`src/core/rbk_pkg.sv`:
```
/*
 Constants and types shared by the register bank and SPECIAL_FUNCTION_REGISTER core.
 Assumes one clock; all widths are byte wide unless noted.
*/
package rbk_pkg;
    // SPECIAL_FUNCTION_REGISTER addresses
    localparam logic [7:0] ADDR_STACK_TOP = 8'h81;
    localparam logic [7:0] ADDR_EXT_LOW   = 8'h82;
    localparam logic [7:0] ADDR_EXT_HIGH  = 8'h83;
    localparam logic [7:0] ADDR_STATUS    = 8'hD0;
    localparam logic [7:0] ADDR_ANALOG    = 8'hDB;
    localparam logic [7:0] ADDR_WORK_A    = 8'hE0;
    localparam logic [7:0] ADDR_AUX       = 8'hF0;
    localparam int         NUM_PORTS      = 6;
    localparam logic [7:0] PORT_ADDR [NUM_PORTS] =
        '{8'h80, 8'h90, 8'hA0, 8'hB0, 8'hE8, 8'hF8};
    // Values after reset
    localparam logic [7:0] RESET_STACK_TOP = 8'h07;
    localparam logic [7:0] RESET_EXT       = 8'h00;
    localparam logic [7:0] RESET_STATUS    = 8'h00;
    localparam logic [7:0] RESET_WORK_A    = 8'h00;
    localparam logic [7:0] RESET_AUX       = 8'h00;
    localparam logic [7:0] RESET_PORT      = 8'hFF;
    localparam logic [7:0] RESET_RAM       = 8'h00;
    // Address space layout
    localparam int         SFR_AREA_BIT  = 7;
    localparam logic [7:0] BIT_RAM_BASE  = 8'h20;
    localparam logic [7:0] STACK_STEP    = 8'h01;
    // Status word field positions
    localparam int CARRY_POS     = 7;
    localparam int AUX_CARRY_POS = 6;
    localparam int USER_ZERO_POS = 5;
    localparam int BANK_HIGH_POS = 4;
    localparam int BANK_LOW_POS  = 3;
    localparam int EXCESS_POS    = 2;
    localparam int USER_ONE_POS  = 1;
    localparam int PARITY_POS    = 0;
    // Requests from the datapath
    typedef enum logic [3:0] {
        OP_NOP    = 4'h0, OP_DIR_RD = 4'h1, OP_DIR_WR = 4'h2,
        OP_IND_RD = 4'h3, OP_IND_WR = 4'h4, OP_REG_RD = 4'h5,
        OP_REG_WR = 4'h6, OP_BIT_RD = 4'h7, OP_BIT_WR = 4'h8,
        OP_PUSH   = 4'h9, OP_POP    = 4'hA, OP_EXT_PTR = 4'hB,
        OP_EXT_REG = 4'hC
    } rbk_op_t;
endpackage : rbk_pkg

```
`src/core/rbk_ram_if.sv`:
```
/*
 Ports of the internal data RAM: two read ports, one write port.
 Assumes reads are combinational and writes land on the clock edge.
*/
`timescale 1ns/1ps
interface rbk_ram_if;
    logic [7:0] ptr_addr;  // Index register location
    logic [7:0] ptr_data;  // Its contents
    logic [7:0] acc_addr;  // Operand location
    logic [7:0] acc_data;  // Operand contents
    logic       wr_en;     // Write strobe
    logic [7:0] wr_addr;   // Write location
    logic [7:0] wr_data;   // Write byte
    modport core  (output ptr_addr, acc_addr, wr_en, wr_addr, wr_data,
                   input ptr_data, acc_data);
    modport store (input ptr_addr, acc_addr, wr_en, wr_addr, wr_data,
                   output ptr_data, acc_data);
endinterface : rbk_ram_if

```
`src/core/rbk_ram.sv`:
```
/*
 Internal data RAM held in flip-flops, one entry per address.
 Assumes the core never writes while an SPECIAL_FUNCTION_REGISTER access is meant.
*/
`timescale 1ns/1ps
module rbk_ram #(
    parameter int DEPTH = 256
) (
    input wire logic clk,
    input wire logic rst_b,
    rbk_ram_if.store bus
);
    import rbk_pkg::*;
    logic [7:0] mem [DEPTH];  // Storage
    // One register per entry; stack may sit anywhere here
    for (genvar i = 0; i < DEPTH; i++) begin : g_ent
        always_ff @(posedge clk or negedge rst_b) begin
            if (!rst_b) begin
                mem[i] <= RESET_RAM;
            end else if (bus.wr_en && bus.wr_addr == 8'(i)) begin
                mem[i] <= bus.wr_data;
            end
        end
    end
    assign bus.ptr_data = mem[bus.ptr_addr];
    assign bus.acc_data = mem[bus.acc_addr];
endmodule : rbk_ram

```
`src/core/rbk_status.sv`:
```
/*
 Status word: flags, bank select and hardware parity.
 Assumes flag updates come from the ALU on the same clock.
*/
`timescale 1ns/1ps
module rbk_status (
    input  wire logic       clk,
    input  wire logic       rst_b,
    input  wire logic [7:0] work_a,     // Accumulator value
    input  wire logic       sfr_we,     // Byte write
    input  wire logic [7:0] sfr_wdata,
    input  wire logic [2:0] flag_we,    // Carry, aux carry, excess
    input  wire logic [2:0] flag_val,
    output logic      [7:0] status_word
);
    import rbk_pkg::*;
    logic [7:0] base_word;    // Software view before flag updates
    logic [7:0] next_status;  // Value for next edge
    assign base_word = sfr_we ? sfr_wdata : status_word;
    // ALU flags win over a software write in the same cycle
    always_comb begin
        next_status = base_word;
        if (flag_we[0]) begin
            next_status[CARRY_POS] = flag_val[0];
        end
        if (flag_we[1]) begin
            next_status[AUX_CARRY_POS] = flag_val[1];
        end
        if (flag_we[2]) begin
            next_status[EXCESS_POS] = flag_val[2];
        end
        // Parity is never writable; odd count of ones sets it
        next_status[PARITY_POS] = ^work_a;  // see [RQ11]
    end
    // Register; bank select resets to zero
    always_ff @(posedge clk or negedge rst_b) begin
        if (!rst_b) begin
            status_word <= RESET_STATUS;  // see [RQ7]
        end else begin
            status_word <= next_status;   // see [RQ12]
        end
    end
endmodule : rbk_status

```
`src/core/rbk_core.sv`:
```
/*
 Register banks, stack, pointer pair and SPECIAL_FUNCTION_REGISTER core of the CPU.
 Assumes a datapath on the same clock issues one request a cycle.
*/
// Behaviour
// [RQ1] Stack pointer pre-increments on push, post-decrements pop
// [RQ2] Stack pointer resets to 07H
// [RQ3] Stack may use all internal RAM, unchecked
// [RQ4] Lowest 32 bytes form four register banks
// [RQ5] Status bits 3,4 choose active bank
// [RQ6] Bank codes map to bases 00H,08H,10H,18H
// [RQ7] Bank zero active after reset
// [RQ8] Opcode picks register; R0/R1 serve as pointers
// [RQ9] SFRs 80H-FFH only by direct addressing
// [RQ10] SFRs at multiples of eight are bit-addressable
// [RQ11] Parity flag tracks accumulator ones each cycle
// [RQ12] Status holds carry, aux carry, excess, user flags
// [RQ13] Pointer pair concatenates high and low bytes
// [RQ14] External address from pointer pair or register
// [RQ15] Aux register is multiply/divide operand, else scratch
// [RQ16] Six bit-addressable 8-bit port latches
// [RQ17] Analog input port reads live pin levels
// [RQ18] Upper RAM indirect only; lower both modes
// [RQ19] Bytes 20H-2FH hold 128 addressable bits
// [RQ20] Status word uses customary bit layout
`timescale 1ns/1ps
module rbk_core (
    // Clock and reset
    input  wire logic            CLK,
    input  wire logic            RST_B,
    // Request from the datapath
    input  wire logic            REQ_VALID,
    input  wire rbk_pkg::rbk_op_t REQ_OP,
    input  wire logic [7:0]      REQ_ADDR,
    input  wire logic [7:0]      REQ_WDATA,
    input  wire logic            REQ_BIT,
    // Answer to reads
    output logic                 RSP_VALID,
    output logic      [7:0]      RSP_DATA,
    output logic                 RSP_BIT,
    // ALU flag updates
    input  wire logic [2:0]      FLAG_WE,
    input  wire logic [2:0]      FLAG_VAL,
    // Multiply and divide results
    input  wire logic            MD_WE,
    input  wire logic [7:0]      MD_WORK_A,
    input  wire logic [7:0]      MD_AUX,
    // Analog input pins
    input  wire logic [7:0]      ANALOG_IN,
    // Register state to the datapath
    output logic      [7:0]      WORK_A,
    output logic      [7:0]      AUX,
    output logic      [7:0]      STATUS_WORD,
    output logic      [7:0]      STACK_TOP,
    output logic      [15:0]     EXT_POINTER,
    output logic      [15:0]     EXT_ADDR,
    output logic                 EXT_WIDE,
    output logic      [47:0]     PORT_LATCH
);
    import rbk_pkg::*;

    ////////////////////////////////////////////////////////////////////
    // Request decode
    logic is_dir_rd, is_dir_wr, is_ind_rd, is_ind_wr;
    logic is_reg_rd, is_reg_wr, is_bit_rd, is_bit_wr;
    logic is_push, is_pop, is_ext_ptr, is_ext_reg;
    logic is_dir, is_ind, is_reg, is_bit;  // Mode groups
    logic is_read, any_wr;                 // Answer and write flags
    assign is_dir_rd  = REQ_VALID && REQ_OP == OP_DIR_RD;
    assign is_dir_wr  = REQ_VALID && REQ_OP == OP_DIR_WR;
    assign is_ind_rd  = REQ_VALID && REQ_OP == OP_IND_RD;
    assign is_ind_wr  = REQ_VALID && REQ_OP == OP_IND_WR;
    assign is_reg_rd  = REQ_VALID && REQ_OP == OP_REG_RD;
    assign is_reg_wr  = REQ_VALID && REQ_OP == OP_REG_WR;
    assign is_bit_rd  = REQ_VALID && REQ_OP == OP_BIT_RD;
    assign is_bit_wr  = REQ_VALID && REQ_OP == OP_BIT_WR;
    assign is_push    = REQ_VALID && REQ_OP == OP_PUSH;
    assign is_pop     = REQ_VALID && REQ_OP == OP_POP;
    assign is_ext_ptr = REQ_VALID && REQ_OP == OP_EXT_PTR;
    assign is_ext_reg = REQ_VALID && REQ_OP == OP_EXT_REG;
    assign is_dir  = is_dir_rd || is_dir_wr;
    assign is_ind  = is_ind_rd || is_ind_wr;
    assign is_reg  = is_reg_rd || is_reg_wr;
    assign is_bit  = is_bit_rd || is_bit_wr;
    assign is_read = is_dir_rd || is_ind_rd || is_reg_rd || is_bit_rd || is_pop;
    assign any_wr  = is_dir_wr || is_ind_wr || is_reg_wr || is_bit_wr || is_push;

    ////////////////////////////////////////////////////////////////////
    // Registers held here
    logic [7:0] ext_low;        // Pointer pair, low byte
    logic [7:0] ext_high;       // Pointer pair, high byte
    logic [7:0] analog_meta;    // First sync stage, read only by second
    logic [7:0] analog_level;   // Synchronised pin levels
    logic [1:0] bank;           // Active register bank
    assign bank = STATUS_WORD[BANK_HIGH_POS:BANK_LOW_POS];  // see [RQ5] [RQ20]

    ////////////////////////////////////////////////////////////////////
    // Address formation
    rbk_ram_if ram ();
    logic [7:0] reg_addr;    // Register within active bank
    logic [7:0] bit_byte;    // Byte that holds an addressed bit
    logic [7:0] stack_next;  // Slot for the next push
    logic [7:0] stack_prev;  // Pointer after a pop
    logic [7:0] acc_addr;    // Operand location
    logic       acc_sfr;     // Operand lies in the SPECIAL_FUNCTION_REGISTER area
    // Bank number forms bits 4:3, so bases are 00H,08H,10H,18H
    assign reg_addr = {3'b000, bank, REQ_ADDR[2:0]};  // see [RQ4] [RQ6] [RQ8]
    // Index register R0 or R1 of the active bank
    assign ram.ptr_addr = {3'b000, bank, 2'b00, REQ_ADDR[0]};  // see [RQ8]
    // SPECIAL_FUNCTION_REGISTER bits map to their aligned byte; low bits to 20H-2FH
    assign bit_byte = REQ_ADDR[SFR_AREA_BIT] ? {REQ_ADDR[7:3], 3'b000}  // see [RQ10]
                    : (BIT_RAM_BASE | {4'h0, REQ_ADDR[6:3]});         // see [RQ19]
    // No bound check: wrap and overlap are the program's problem
    assign stack_next = STACK_TOP + STACK_STEP;  // see [RQ3]
    assign stack_prev = STACK_TOP - STACK_STEP;
    assign acc_addr = is_dir ? REQ_ADDR
                    : is_ind ? ram.ptr_data
                    : is_reg ? reg_addr
                    : is_bit ? bit_byte
                    : is_push ? stack_next
                    : STACK_TOP;
    // Only direct and bit modes reach SFRs; indirect goes to RAM
    assign acc_sfr = (is_dir || is_bit) && acc_addr[SFR_AREA_BIT];  // see [RQ9] [RQ18]
    assign ram.acc_addr = acc_addr;

    ////////////////////////////////////////////////////////////////////
    // SPECIAL_FUNCTION_REGISTER read decode
    logic [7:0] port_or [NUM_PORTS+1];  // Running OR of port hits
    logic [7:0] sfr_rd;                 // Selected SPECIAL_FUNCTION_REGISTER byte
    assign port_or[0] = 8'h00;
    for (genvar p = 0; p < NUM_PORTS; p++) begin : g_prd
        assign port_or[p+1] = port_or[p]
            | ((acc_addr == PORT_ADDR[p]) ? PORT_LATCH[8*p +: 8] : 8'h00);
    end
    // Unmapped SPECIAL_FUNCTION_REGISTER addresses read as zero
    assign sfr_rd = (acc_addr == ADDR_STACK_TOP) ? STACK_TOP
                  : (acc_addr == ADDR_EXT_LOW)   ? ext_low
                  : (acc_addr == ADDR_EXT_HIGH)  ? ext_high
                  : (acc_addr == ADDR_STATUS)    ? STATUS_WORD
                  : (acc_addr == ADDR_WORK_A)    ? WORK_A
                  : (acc_addr == ADDR_AUX)       ? AUX
                  : (acc_addr == ADDR_ANALOG)    ? analog_level  // see [RQ17]
                  : port_or[NUM_PORTS];

    ////////////////////////////////////////////////////////////////////
    // Byte and bit merge
    logic [7:0] byte_rd;     // Operand byte, SPECIAL_FUNCTION_REGISTER or RAM
    logic [7:0] bit_mask;    // One-hot addressed bit
    logic [7:0] bit_merged;  // Byte with the bit replaced
    logic [7:0] wr_byte;     // Byte to store
    logic       sfr_we;      // SPECIAL_FUNCTION_REGISTER write strobe
    assign byte_rd    = acc_sfr ? sfr_rd : ram.acc_data;
    assign bit_mask   = 8'h01 << REQ_ADDR[2:0];
    // Bit writes are read-modify-write of the whole byte
    assign bit_merged = REQ_BIT ? (byte_rd | bit_mask) : (byte_rd & ~bit_mask);
    assign wr_byte    = is_bit ? bit_merged : REQ_WDATA;
    assign sfr_we     = any_wr && acc_sfr;
    assign ram.wr_en   = any_wr && !acc_sfr;
    assign ram.wr_addr = acc_addr;
    assign ram.wr_data = wr_byte;
    // Per-register strobes; one decode each keeps the flop blocks short
    logic wr_stack_top, wr_ext_low, wr_ext_high;  // Pointer bytes
    logic wr_status, wr_work_a, wr_aux;           // Arithmetic registers
    assign wr_stack_top = sfr_we && acc_addr == ADDR_STACK_TOP;
    assign wr_ext_low   = sfr_we && acc_addr == ADDR_EXT_LOW;
    assign wr_ext_high  = sfr_we && acc_addr == ADDR_EXT_HIGH;
    assign wr_status    = sfr_we && acc_addr == ADDR_STATUS;
    assign wr_work_a    = sfr_we && acc_addr == ADDR_WORK_A;
    assign wr_aux       = sfr_we && acc_addr == ADDR_AUX;

    ////////////////////////////////////////////////////////////////////
    // Storage instances
    rbk_ram #(.DEPTH(256)) u_ram (
        .clk   (CLK),
        .rst_b (RST_B),
        .bus   (ram)
    );
    rbk_status u_status (
        .clk         (CLK),
        .rst_b       (RST_B),
        .work_a      (WORK_A),
        .sfr_we      (wr_status),
        .sfr_wdata   (wr_byte),
        .flag_we     (FLAG_WE),
        .flag_val    (FLAG_VAL),
        .status_word (STATUS_WORD)
    );

    ////////////////////////////////////////////////////////////////////
    // Stack pointer
    // Push stores at stack_next; pop reads at STACK_TOP then steps down
    always_ff @(posedge CLK or negedge RST_B) begin
        if (!RST_B) begin
            STACK_TOP <= RESET_STACK_TOP;  // see [RQ2]
        end else if (is_push) begin
            STACK_TOP <= stack_next;       // see [RQ1]
        end else if (is_pop) begin
            STACK_TOP <= stack_prev;       // see [RQ1]
        end else if (wr_stack_top) begin
            STACK_TOP <= wr_byte;
        end
    end

    ////////////////////////////////////////////////////////////////////
    // Pointer pair bytes
    always_ff @(posedge CLK or negedge RST_B) begin
        if (!RST_B) begin
            ext_low  <= RESET_EXT;
            ext_high <= RESET_EXT;
        end else begin
            if (wr_ext_low) begin
                ext_low <= wr_byte;
            end
            if (wr_ext_high) begin
                ext_high <= wr_byte;
            end
        end
    end
    assign EXT_POINTER = {ext_high, ext_low};  // see [RQ13]

    ////////////////////////////////////////////////////////////////////
    // External address latch for external moves
    // Register form leaves the high byte zero; paging is elsewhere
    always_ff @(posedge CLK or negedge RST_B) begin
        if (!RST_B) begin
            EXT_ADDR <= 16'h0000;
            EXT_WIDE <= 1'b0;
        end else if (is_ext_ptr) begin
            EXT_ADDR <= {ext_high, ext_low};   // see [RQ14]
            EXT_WIDE <= 1'b1;
        end else if (is_ext_reg) begin
            EXT_ADDR <= {8'h00, ram.ptr_data}; // see [RQ14] [RQ8]
            EXT_WIDE <= 1'b0;
        end
    end

    ////////////////////////////////////////////////////////////////////
    // Accumulator and aux register
    // Multiply/divide results land after any request write
    always_ff @(posedge CLK or negedge RST_B) begin
        if (!RST_B) begin
            WORK_A <= RESET_WORK_A;
        end else if (MD_WE) begin
            WORK_A <= MD_WORK_A;
        end else if (wr_work_a) begin
            WORK_A <= wr_byte;
        end
    end
    always_ff @(posedge CLK or negedge RST_B) begin
        if (!RST_B) begin
            AUX <= RESET_AUX;
        end else if (MD_WE) begin
            AUX <= MD_AUX;                  // see [RQ15]
        end else if (wr_aux) begin
            AUX <= wr_byte;                 // see [RQ15]
        end
    end

    ////////////////////////////////////////////////////////////////////
    // Port latches, bit and byte writable
    for (genvar p = 0; p < NUM_PORTS; p++) begin : g_port
        always_ff @(posedge CLK or negedge RST_B) begin
            if (!RST_B) begin
                PORT_LATCH[8*p +: 8] <= RESET_PORT;
            end else if (sfr_we && acc_addr == PORT_ADDR[p]) begin
                PORT_LATCH[8*p +: 8] <= wr_byte;  // see [RQ16]
            end
        end
    end

    ////////////////////////////////////////////////////////////////////
    // Analog pins: no latch, two-stage synchroniser only
    always_ff @(posedge CLK or negedge RST_B) begin
        if (!RST_B) begin
            analog_meta  <= 8'h00;
            analog_level <= 8'h00;
        end else begin
            analog_meta  <= ANALOG_IN;
            analog_level <= analog_meta;  // see [RQ17]
        end
    end

    ////////////////////////////////////////////////////////////////////
    // Read answer, one cycle after the request
    always_ff @(posedge CLK or negedge RST_B) begin
        if (!RST_B) begin
            RSP_VALID <= 1'b0;
            RSP_DATA  <= 8'h00;
            RSP_BIT   <= 1'b0;
        end else begin
            RSP_VALID <= is_read;
            if (is_read) begin
                RSP_DATA <= byte_rd;
                RSP_BIT  <= byte_rd[REQ_ADDR[2:0]];
            end
        end
    end

    logic after_rst;  // Low only in the first cycle after release
    always_ff @(posedge CLK or negedge RST_B) begin
        if (!RST_B) begin
            after_rst <= 1'b0;
        end else begin
            after_rst <= 1'b1;
        end
    end
endmodule : rbk_core

```
`config.mk`:
```
export PLATFORM = sky130hd
export DESIGN_NAME = rbk_core
export DESIGN_NICKNAME = d
export VERILOG_FILES = /design/src/core/rbk_pkg.sv /design/src/core/rbk_ram_if.sv /design/src/core/rbk_ram.sv /design/src/core/rbk_status.sv /design/src/core/rbk_core.sv
export SDC_FILE = /design/constraint.sdc
export NUM_CORES = 2
export LEC_CHECK = 0
export BUFFER_PORTS_ARGS = -buffer_cell sky130_fd_sc_hd__buf_2
export CAP_MARGIN = 5
export CELL_PAD_IN_SITES_DETAIL_PLACEMENT = 1
export CELL_PAD_IN_SITES_GLOBAL_PLACEMENT = 1
export CORE_ASPECT_RATIO = 0.6
export CORE_UTILIZATION = 40
export DETAILED_ROUTE_END_ITERATION = 8
export PLACE_DENSITY_LB_ADDON = 0.1
export SYNTH_ARGS = -nofsm -noshare
export SYNTH_HDL_FRONTEND = slang
export SYNTH_SLANG_ARGS = --single-unit
export TNS_END_PERCENT = 20
```
`constraint.sdc`:
```
create_clock -name CLK -period 9.9 [get_ports CLK]
set_input_delay 0.495 -clock CLK [delete_from_list [all_inputs] [get_ports CLK]]
set_output_delay 0.495 -clock CLK [all_outputs]
set_load 0.03 [all_outputs]
```
Yosys cells after proc, flatten, opt, wreduce, memory -nomap -nowiden:

Index checks and enable logic that the tools add are counted.

* register bits: 2187
* bits of input ports: 55
* output and inout bits: 123
* word-level logic and storage cells: 913

* add/sub/neg operators: 2
* order comparisons: 3
* equal/unequal tests: 267
* shift operators: 1
* multiplexer cells: 45
* bitwise operators: 10
* reduce and logical (&&, ||, !) cells: 306

Operators with widths (number)
* 8-bit equality test (second input constant): 128
* 8-bit by 7-bit equality test with 1-bit output (second input constant): 64
* 1-bit logical AND: 283
* 8-bit two-way mux: 34
* 8-bit by 6-bit equality test with 1-bit output (second input constant): 32
* 8-bit binary-select mux with 8-bit select: 2
* 8-bit by 5-bit equality test with 1-bit output (second input constant): 16
* 8-bit by 4-bit equality test with 1-bit output (second input constant): 8
* 8-bit OR: 6
* 8-bit by 3-bit equality test with 1-bit output (second input constant): 4
* 16-bit two-way mux: 2
* 4-bit equality test (second input constant): 5
* 9-bit greater-or-equal comparator (second input constant): 2
* 4-bit by 3-bit equality test with 1-bit output (second input constant): 4
* 8-bit by 2-bit equality test with 1-bit output (second input constant): 2
* 1-bit logical OR: 13
* 2-bit nonzero test: 6
* 5-bit inverter with 9-bit output: 1
* 8-bit inverter with 9-bit output: 1
* 8-bit by 1-bit adder with 8-bit output (second input constant): 1
* 8-bit bitwise AND: 1
* 4-bit by 2-bit equality test with 1-bit output (second input constant): 2
* 8-bit by 1-bit equality test with 1-bit output (second input constant): 1
* 8-bit logical NOT: 1
* other kinds (10): 15

Longest topological paths before layout:

* depth after elaboration: 28
* gate-level depth with buffers: 25
* gate-level depth less buffers: 15

Cells and area by module:

Synthesis repeated with hierarchy kept, for this count alone.

* cell total of the unflattened synthesis: 8450
* area total of the unflattened synthesis: 117727.9 um2

Modules (own cells, without submodules)
* rbk_ram: instances 1, cells each 7456, area each 108881.9 um2, sequential area each 51249.2 um2
* rbk_core: instances 1, cells each 965, area each 8478.1 um2, sequential area each 3342.0 um2
* rbk_status: instances 1, cells each 29, area each 367.9 um2, sequential area each 200.2 um2

Least setup slack after synthesis:

No wires, ideal clock.

* kind: register to register
* start: register STACK_TOP[0]
* end: register u_ram.mem[2047] (netlist name)
* library setup time: 0.125 ns
* arrival: 4.785 ns
* required time: 9.775 ns
* path slack: 4.990 ns
* cell stages (with the launch flop): 23
* buffers on the path: 9
* clock period less this slack: 4.910 ns
* cell sequence: dfstp_2 clkbuf_1 inv_1 ha_1 nand4b_1 a21oi_1 o311a_1 buf_4 buf_4 buf_2 buf_2 buf_2 buf_2 mux4_2 a21oi_1 nand4_1 nor4_1 nand4_1 nand3_1 a31oi_2 buf_2 buf_2 mux2_2

* longest elaborated chain between the ends: 24
* elaborated cells on any way between the ends: 51
* classes of those cells: 1 x add/sub; 13 x eq/ne; 24 x mux; 8 x bitwise; 5 x reduce/logical

Ends and longest elaborated chain
* start, declared: line rbk_core.sv:54 `output logic [7:0] STACK_TOP,`
* start signal, assigned: line rbk_core.sv:196 `STACK_TOP <= stack_next;`
* start signal, assigned: line rbk_core.sv:198 `STACK_TOP <= stack_prev;`
* start signal, assigned: line rbk_core.sv:200 `STACK_TOP <= wr_byte;`
* 8-bit by 1-bit adder with 8-bit output: line rbk_core.sv:114 `assign stack_next = STACK_TOP + STACK_STEP;`
* 8-bit two-way mux (*): line rbk_core.sv:120 `: is_push ? stack_next`
* 8-bit two-way mux (*): line rbk_core.sv:119 `: is_bit ? bit_byte`
* 8-bit two-way mux (*): line rbk_core.sv:118 `: is_reg ? reg_addr`
* 8-bit two-way mux (*): line rbk_core.sv:117 `: is_ind ? ram.ptr_data`
* 8-bit two-way mux (*): line rbk_core.sv:116 `assign acc_addr = is_dir ? REQ_ADDR`
* 8-bit equality test: line rbk_core.sv:133 `| ((acc_addr == PORT_ADDR[p]) ? PORT_LATCH[8*p +: 8] : 8'h00);`
* 8-bit two-way mux: line rbk_core.sv:133
* [... 8 more ...]
* 8-bit two-way mux: line rbk_core.sv:139 `: (acc_addr == ADDR_STATUS) ? STATUS_WORD`
* 8-bit two-way mux: line rbk_core.sv:138 `: (acc_addr == ADDR_EXT_HIGH) ? ext_high`
* 8-bit two-way mux: line rbk_core.sv:137 `: (acc_addr == ADDR_EXT_LOW) ? ext_low`
* 8-bit two-way mux: line rbk_core.sv:136 `assign sfr_rd = (acc_addr == ADDR_STACK_TOP) ? STACK_TOP`
* 8-bit two-way mux: line rbk_core.sv:152 `assign byte_rd = acc_sfr ? sfr_rd : ram.acc_data;`
* 8-bit bitwise AND or 8-bit OR (tied branches): line rbk_core.sv:155 `assign bit_merged = REQ_BIT ? (byte_rd | bit_mask) : (byte_rd & ~bit_mask);`
* 8-bit two-way mux: line rbk_core.sv:155
* 8-bit two-way mux: line rbk_core.sv:156 `assign wr_byte = is_bit ? bit_merged : REQ_WDATA;`
* end signal, assigned by index: line rbk_ram.sv:21 `mem[i] <= bus.wr_data;`
* end, declared: line rbk_ram.sv:14 `logic [7:0] mem [DEPTH];`

Every way passes the cells marked *; elsewhere a longest branch is shown, timed or not. The select of a mux whose other input is x is not followed.
A chain may end at the register's enable or synchronous reset.

Worst setup path after layout:

* start: register u_status.status_word[3]
* end: register u_ram.mem[1237] (netlist name)

* longest elaborated chain between the ends: 24
* elaborated cells on any way between the ends: 52
* classes of those cells: 14 x eq/ne; 25 x mux; 9 x bitwise; 4 x reduce/logical

Ends and longest elaborated chain
* start, declared: line rbk_status.sv:14 `output logic [7:0] status_word`
* start signal, assigned: line rbk_status.sv:40 `status_word <= next_status;`
* 5-bit inverter with 9-bit output (implied by the code): line rbk_ram.sv:25 `assign bus.ptr_data = mem[bus.ptr_addr];`
* 8-bit binary-select mux with 8-bit select: line rbk_ram.sv:25
* 8-bit two-way mux (implied by the code) (2 in series): line rbk_ram.sv:25
* 8-bit two-way mux (*): line rbk_core.sv:117
* 8-bit two-way mux (*): line rbk_core.sv:116
* 8-bit equality test: line rbk_core.sv:133
* 8-bit two-way mux: line rbk_core.sv:133
* 8-bit OR (5 in series): line rbk_core.sv:133
* [... 3 more ...]
* 8-bit two-way mux: line rbk_core.sv:139
* 8-bit two-way mux: line rbk_core.sv:138
* 8-bit two-way mux: line rbk_core.sv:137
* 8-bit two-way mux: line rbk_core.sv:136
* 8-bit two-way mux: line rbk_core.sv:152
* 8-bit bitwise AND or 8-bit OR (tied branches): line rbk_core.sv:155
* 8-bit two-way mux: line rbk_core.sv:155
* 8-bit two-way mux: line rbk_core.sv:156

Marked as above.

==> impl_metrics.ini <==
[logic_synthesis]
yosys_register_bits = 2187
netlist.top_cell.by_area = dfrtp_1
syn_inst = 8504
synth_area_mm2 = 0.103
synthTopCellsByArea = dfrtp_1 52%, mux2_2 23%, nand2_1 4.5%
yosysWarnings = 0
yosysUniqueCellTypes = 99
yosys.cell_count.top_type = dfrtp_1
synth.top_cell.area_share_pct = 51.8
yosysSeqAreaShare_pct = 53.1
avgSynthCellArea_um2 = 12.1
synthTopCellsByCount = 2136 x dfrtp_1, 2096 x mux2_2, 1229 x nand2_1
syn-num-nets = 8561
ys.flop_type = dfrtp_1
async_flop_share_pct = 100
synth-edff-count = 0

[sta]
slew_viol_final = 0
grt_setup_unrepaired = no
slew_headroom_pct = 3.26
setup_violations = 0
clock_skew_ns = 0.0700
fmax_ghz = 0.104
setup_tns_ns = 0
hold_viol = 0
worst_pin_slew_ns = 1.45
period_share_pct = 97.4
fin_crit_ns = 9.64

[final_layout]
drive_above_1_share_pct = 37.0
final_nets = 8699
final_cell_area_mm2 = 0.117
area_delta_synth_final_pct = 13.0
final_util_pct = 45.5
fin_cells = 12300

[critical_path]
start_kind = flop
slowest_stage = nor4_1
critPathMaxStageDelay_ns = 1.16
path_class = flop to flop
cp.arrival_ns = 10.39
cp.required_ns = 10.65
path_cells = buf_4 -> mux2i_1 -> o2bb2ai_1 -> o21ai_0 -> o311a_4 -> buf_4 -> nor2_1 -> a32oi_1 -> a41oi_1 -> nand4_1 -> or4_1 -> nor4_1 -> a31oi_1 -> mux2i_1 -> a21oi_4 -> buf_12 -> mux2_2
critPathCaptureType = flop
cp_num_buf_inv = 3
critPathMaxFanout = 182
crit_family = compound AO/OA/AOI/OAI gates

[global_routing]
overflow = 0
antenna_found_initial = 63
grt_usage_pct = 34.9
grt_pass1_vias = 77900
grt_max_degree = 183
grt_pass1_wl_um = 644000

[clock_network]
cts_buffers = 219
cts-htree-levels = 4
clock_sinks = 2187
cts.root.buffer_cell = clkbuf_16
cts_tree = yes
postCtsSetupBuffers = 0
clock_tree.buffer_depth = 4
insertion_delay_ns = 0.93
path_clk_slew_ns = 0.07

[routing]
first_iter_violations = 9392
via_count = 77700
post_drt_wl_per_cell_um = 37.3
drc = 3
wl_um = 458000
vias_per_cell = 6.33
drtAntennaViolNets = 0
dr.pass1.iters = 9

[power_and_ir_drop]
ir_drop_mv = 0.170
total_power_uw = 24700
p_per_area_mw_per_mm2 = 212
power_leakage_uw = 0.0541

[die]
die_y_um = 395
die_w_um = 658
row_count = 144
io_pins = 178
dieArea_mm2 = 0.260
start_util_pct = 40.2
core_mm2 = 0.257

[status]
violations = design-rule violations
status = finished, violations left

[place]
place_inst = 11800
dp_hpwl_um = 312000
io_buffers = 177
place.gp.congestion = 0.962
post_dp_cell_area_mm2 = 0.109

[job]
maxCapViolations = 0

[worst_hold_path]
hold_path.class = primary input to flop
==> metal layers <==
layer | share of wire, % | global-route usage, % | wire length [um]
met4 | 3.6 | 11.2 | 16500
met1 | 46 | 52.6 | 209000
met3 | 10 | 10.6 | 48000
met2 | 40 | 47.2 | 184000
met5 | 0.059 | 0.293 | 268
==> path summary, 6_finish.rpt <==
check / startpoint / cells past startpoint / slack (ns) / to
setup / recovery: u_status.status_word[3]$_DFFE_PN0P_ / 17 / 0.26 / u_ram.mem[1237]$_DFFE_PN0P_
hold / removal: REQ_WDATA[2] / 3 / 0.05 / u_ram.mem[1914]$_DFFE_PN0P_
setup reg to reg: u_status.status_word[3]$_DFFE_PN0P_ / 17 / 0.26 / u_ram.mem[1237]$_DFFE_PN0P_
hold reg to reg: analog_meta[1]$_DFF_PN0_ / 0 / 0.36 / analog_level[1]$_DFF_PN0_
max in group asynchronous: RST_B / 4 / 7.17 / u_ram.mem[1051]$_DFFE_PN0P_
min in group asynchronous: RST_B / 2 / 0.20 / u_ram.mem[270]$_DFFE_PN0P_
==> placed cells by master, fill, tap and decap left out, types with 27 or more instances in the layout <==
cell           Yosys  routed
clkbuf_1         225      63
a22oi_1           85      85
o21ai_0           94      90
clkbuf_16          0     223
buf_4             48     285
nand4_1          114     114
a31oi_1           38      37
buf_12             0      50
buf_2            327     177
clkinv_2           0      31
a21oi_1          236     236
dfstp_2           51      51
and3_1            45      45
dfrtp_1         2136    2136
nand3_1          538     538
nand2_1         1229    1224
a221oi_1          43      42
mux4_2           181     181
a32oi_1           33      31
mux2_2          2096    2096
o22ai_1           28      27
clkbuf_8           0      59
nor2_1           354     335
dlygate4sd3_1      0      36
nor3_1            53      49
mux2i_1          133     133
==> cell type report <==
cell class	count	area, um^2
fill	26500	140000
sequential	2187	54800
multi-input combinational	5672	45800
clock buffer	345	6630
timing repair buffer	549	4400
tap	3431	4290
clock inverter	51	604
antenna	23	57.6
inverter	13	48.8
==> where the power goes <==
group          internal [uW]  total [uW]  switching, uW
combinational           1590        6190           4600
sequential              9430        9770            339
clock                   4910        8750           3840
==> metrics by stage <==
step	hold slack (ns)	setup WS (ns)
floorplan	0.199	4.99
global placement	0.335	0.843
detailed placement	0.340	0.841
CTS	0.0134	1.21
global route	0.0606	0.710
finish	0.0538	0.257
==> worst register-to-register path, cell delays in order (launching register included) <==
cell and delay [ns]:
dfrtp_1 0.78, buf_4 0.36, mux2i_1 0.52, o2bb2ai_1 0.24, o21ai_0 0.33, o311a_4 0.54
buf_4 0.46, nor2_1 0.93, a32oi_1 0.22, a41oi_1 1.07, nand4_1 0.20, or4_1 0.45
nor4_1 1.16, a31oi_1 0.35, mux2i_1 0.33, a21oi_4 0.11, buf_12 0.23, mux2_2 1.20
==> kinds of logic after synthesis <==
| logic type | share of synthesized area (%) |
|---|---|
| compound gates | 5.37 |
| xor+xnor | 0.136 |
| simple gates | 10.3 |
| mux | 28.1 |
| flops | 53.1 |
| fa+ha+maj | 0.0339 |
| buf+inv | 2.92 |
==> state kept, by name, indices dropped and copies added (netlist names) <==
register              cells
EXT_ADDR                 16
RSP_DATA                  8
analog_level              8
analog_meta               8
ext_high                  8
ext_low                   8
u_ram.mem              2048
STACK_TOP                 8
u_status.status_word      8
AUX                       8
WORK_A                    8
RSP_BIT                   1
RSP_VALID                 1
EXT_WIDE                  1
PORT_LATCH               48
==> what timing repair did <==
item | CTS | global route
endpoints found under the setup margin | 0 | 0
resized for setup | 0 | 0
hold buffers | 36 | 0
hold endpoints to repair | 158 | 0
Note: power is estimated with default switching activity, not from simulation.
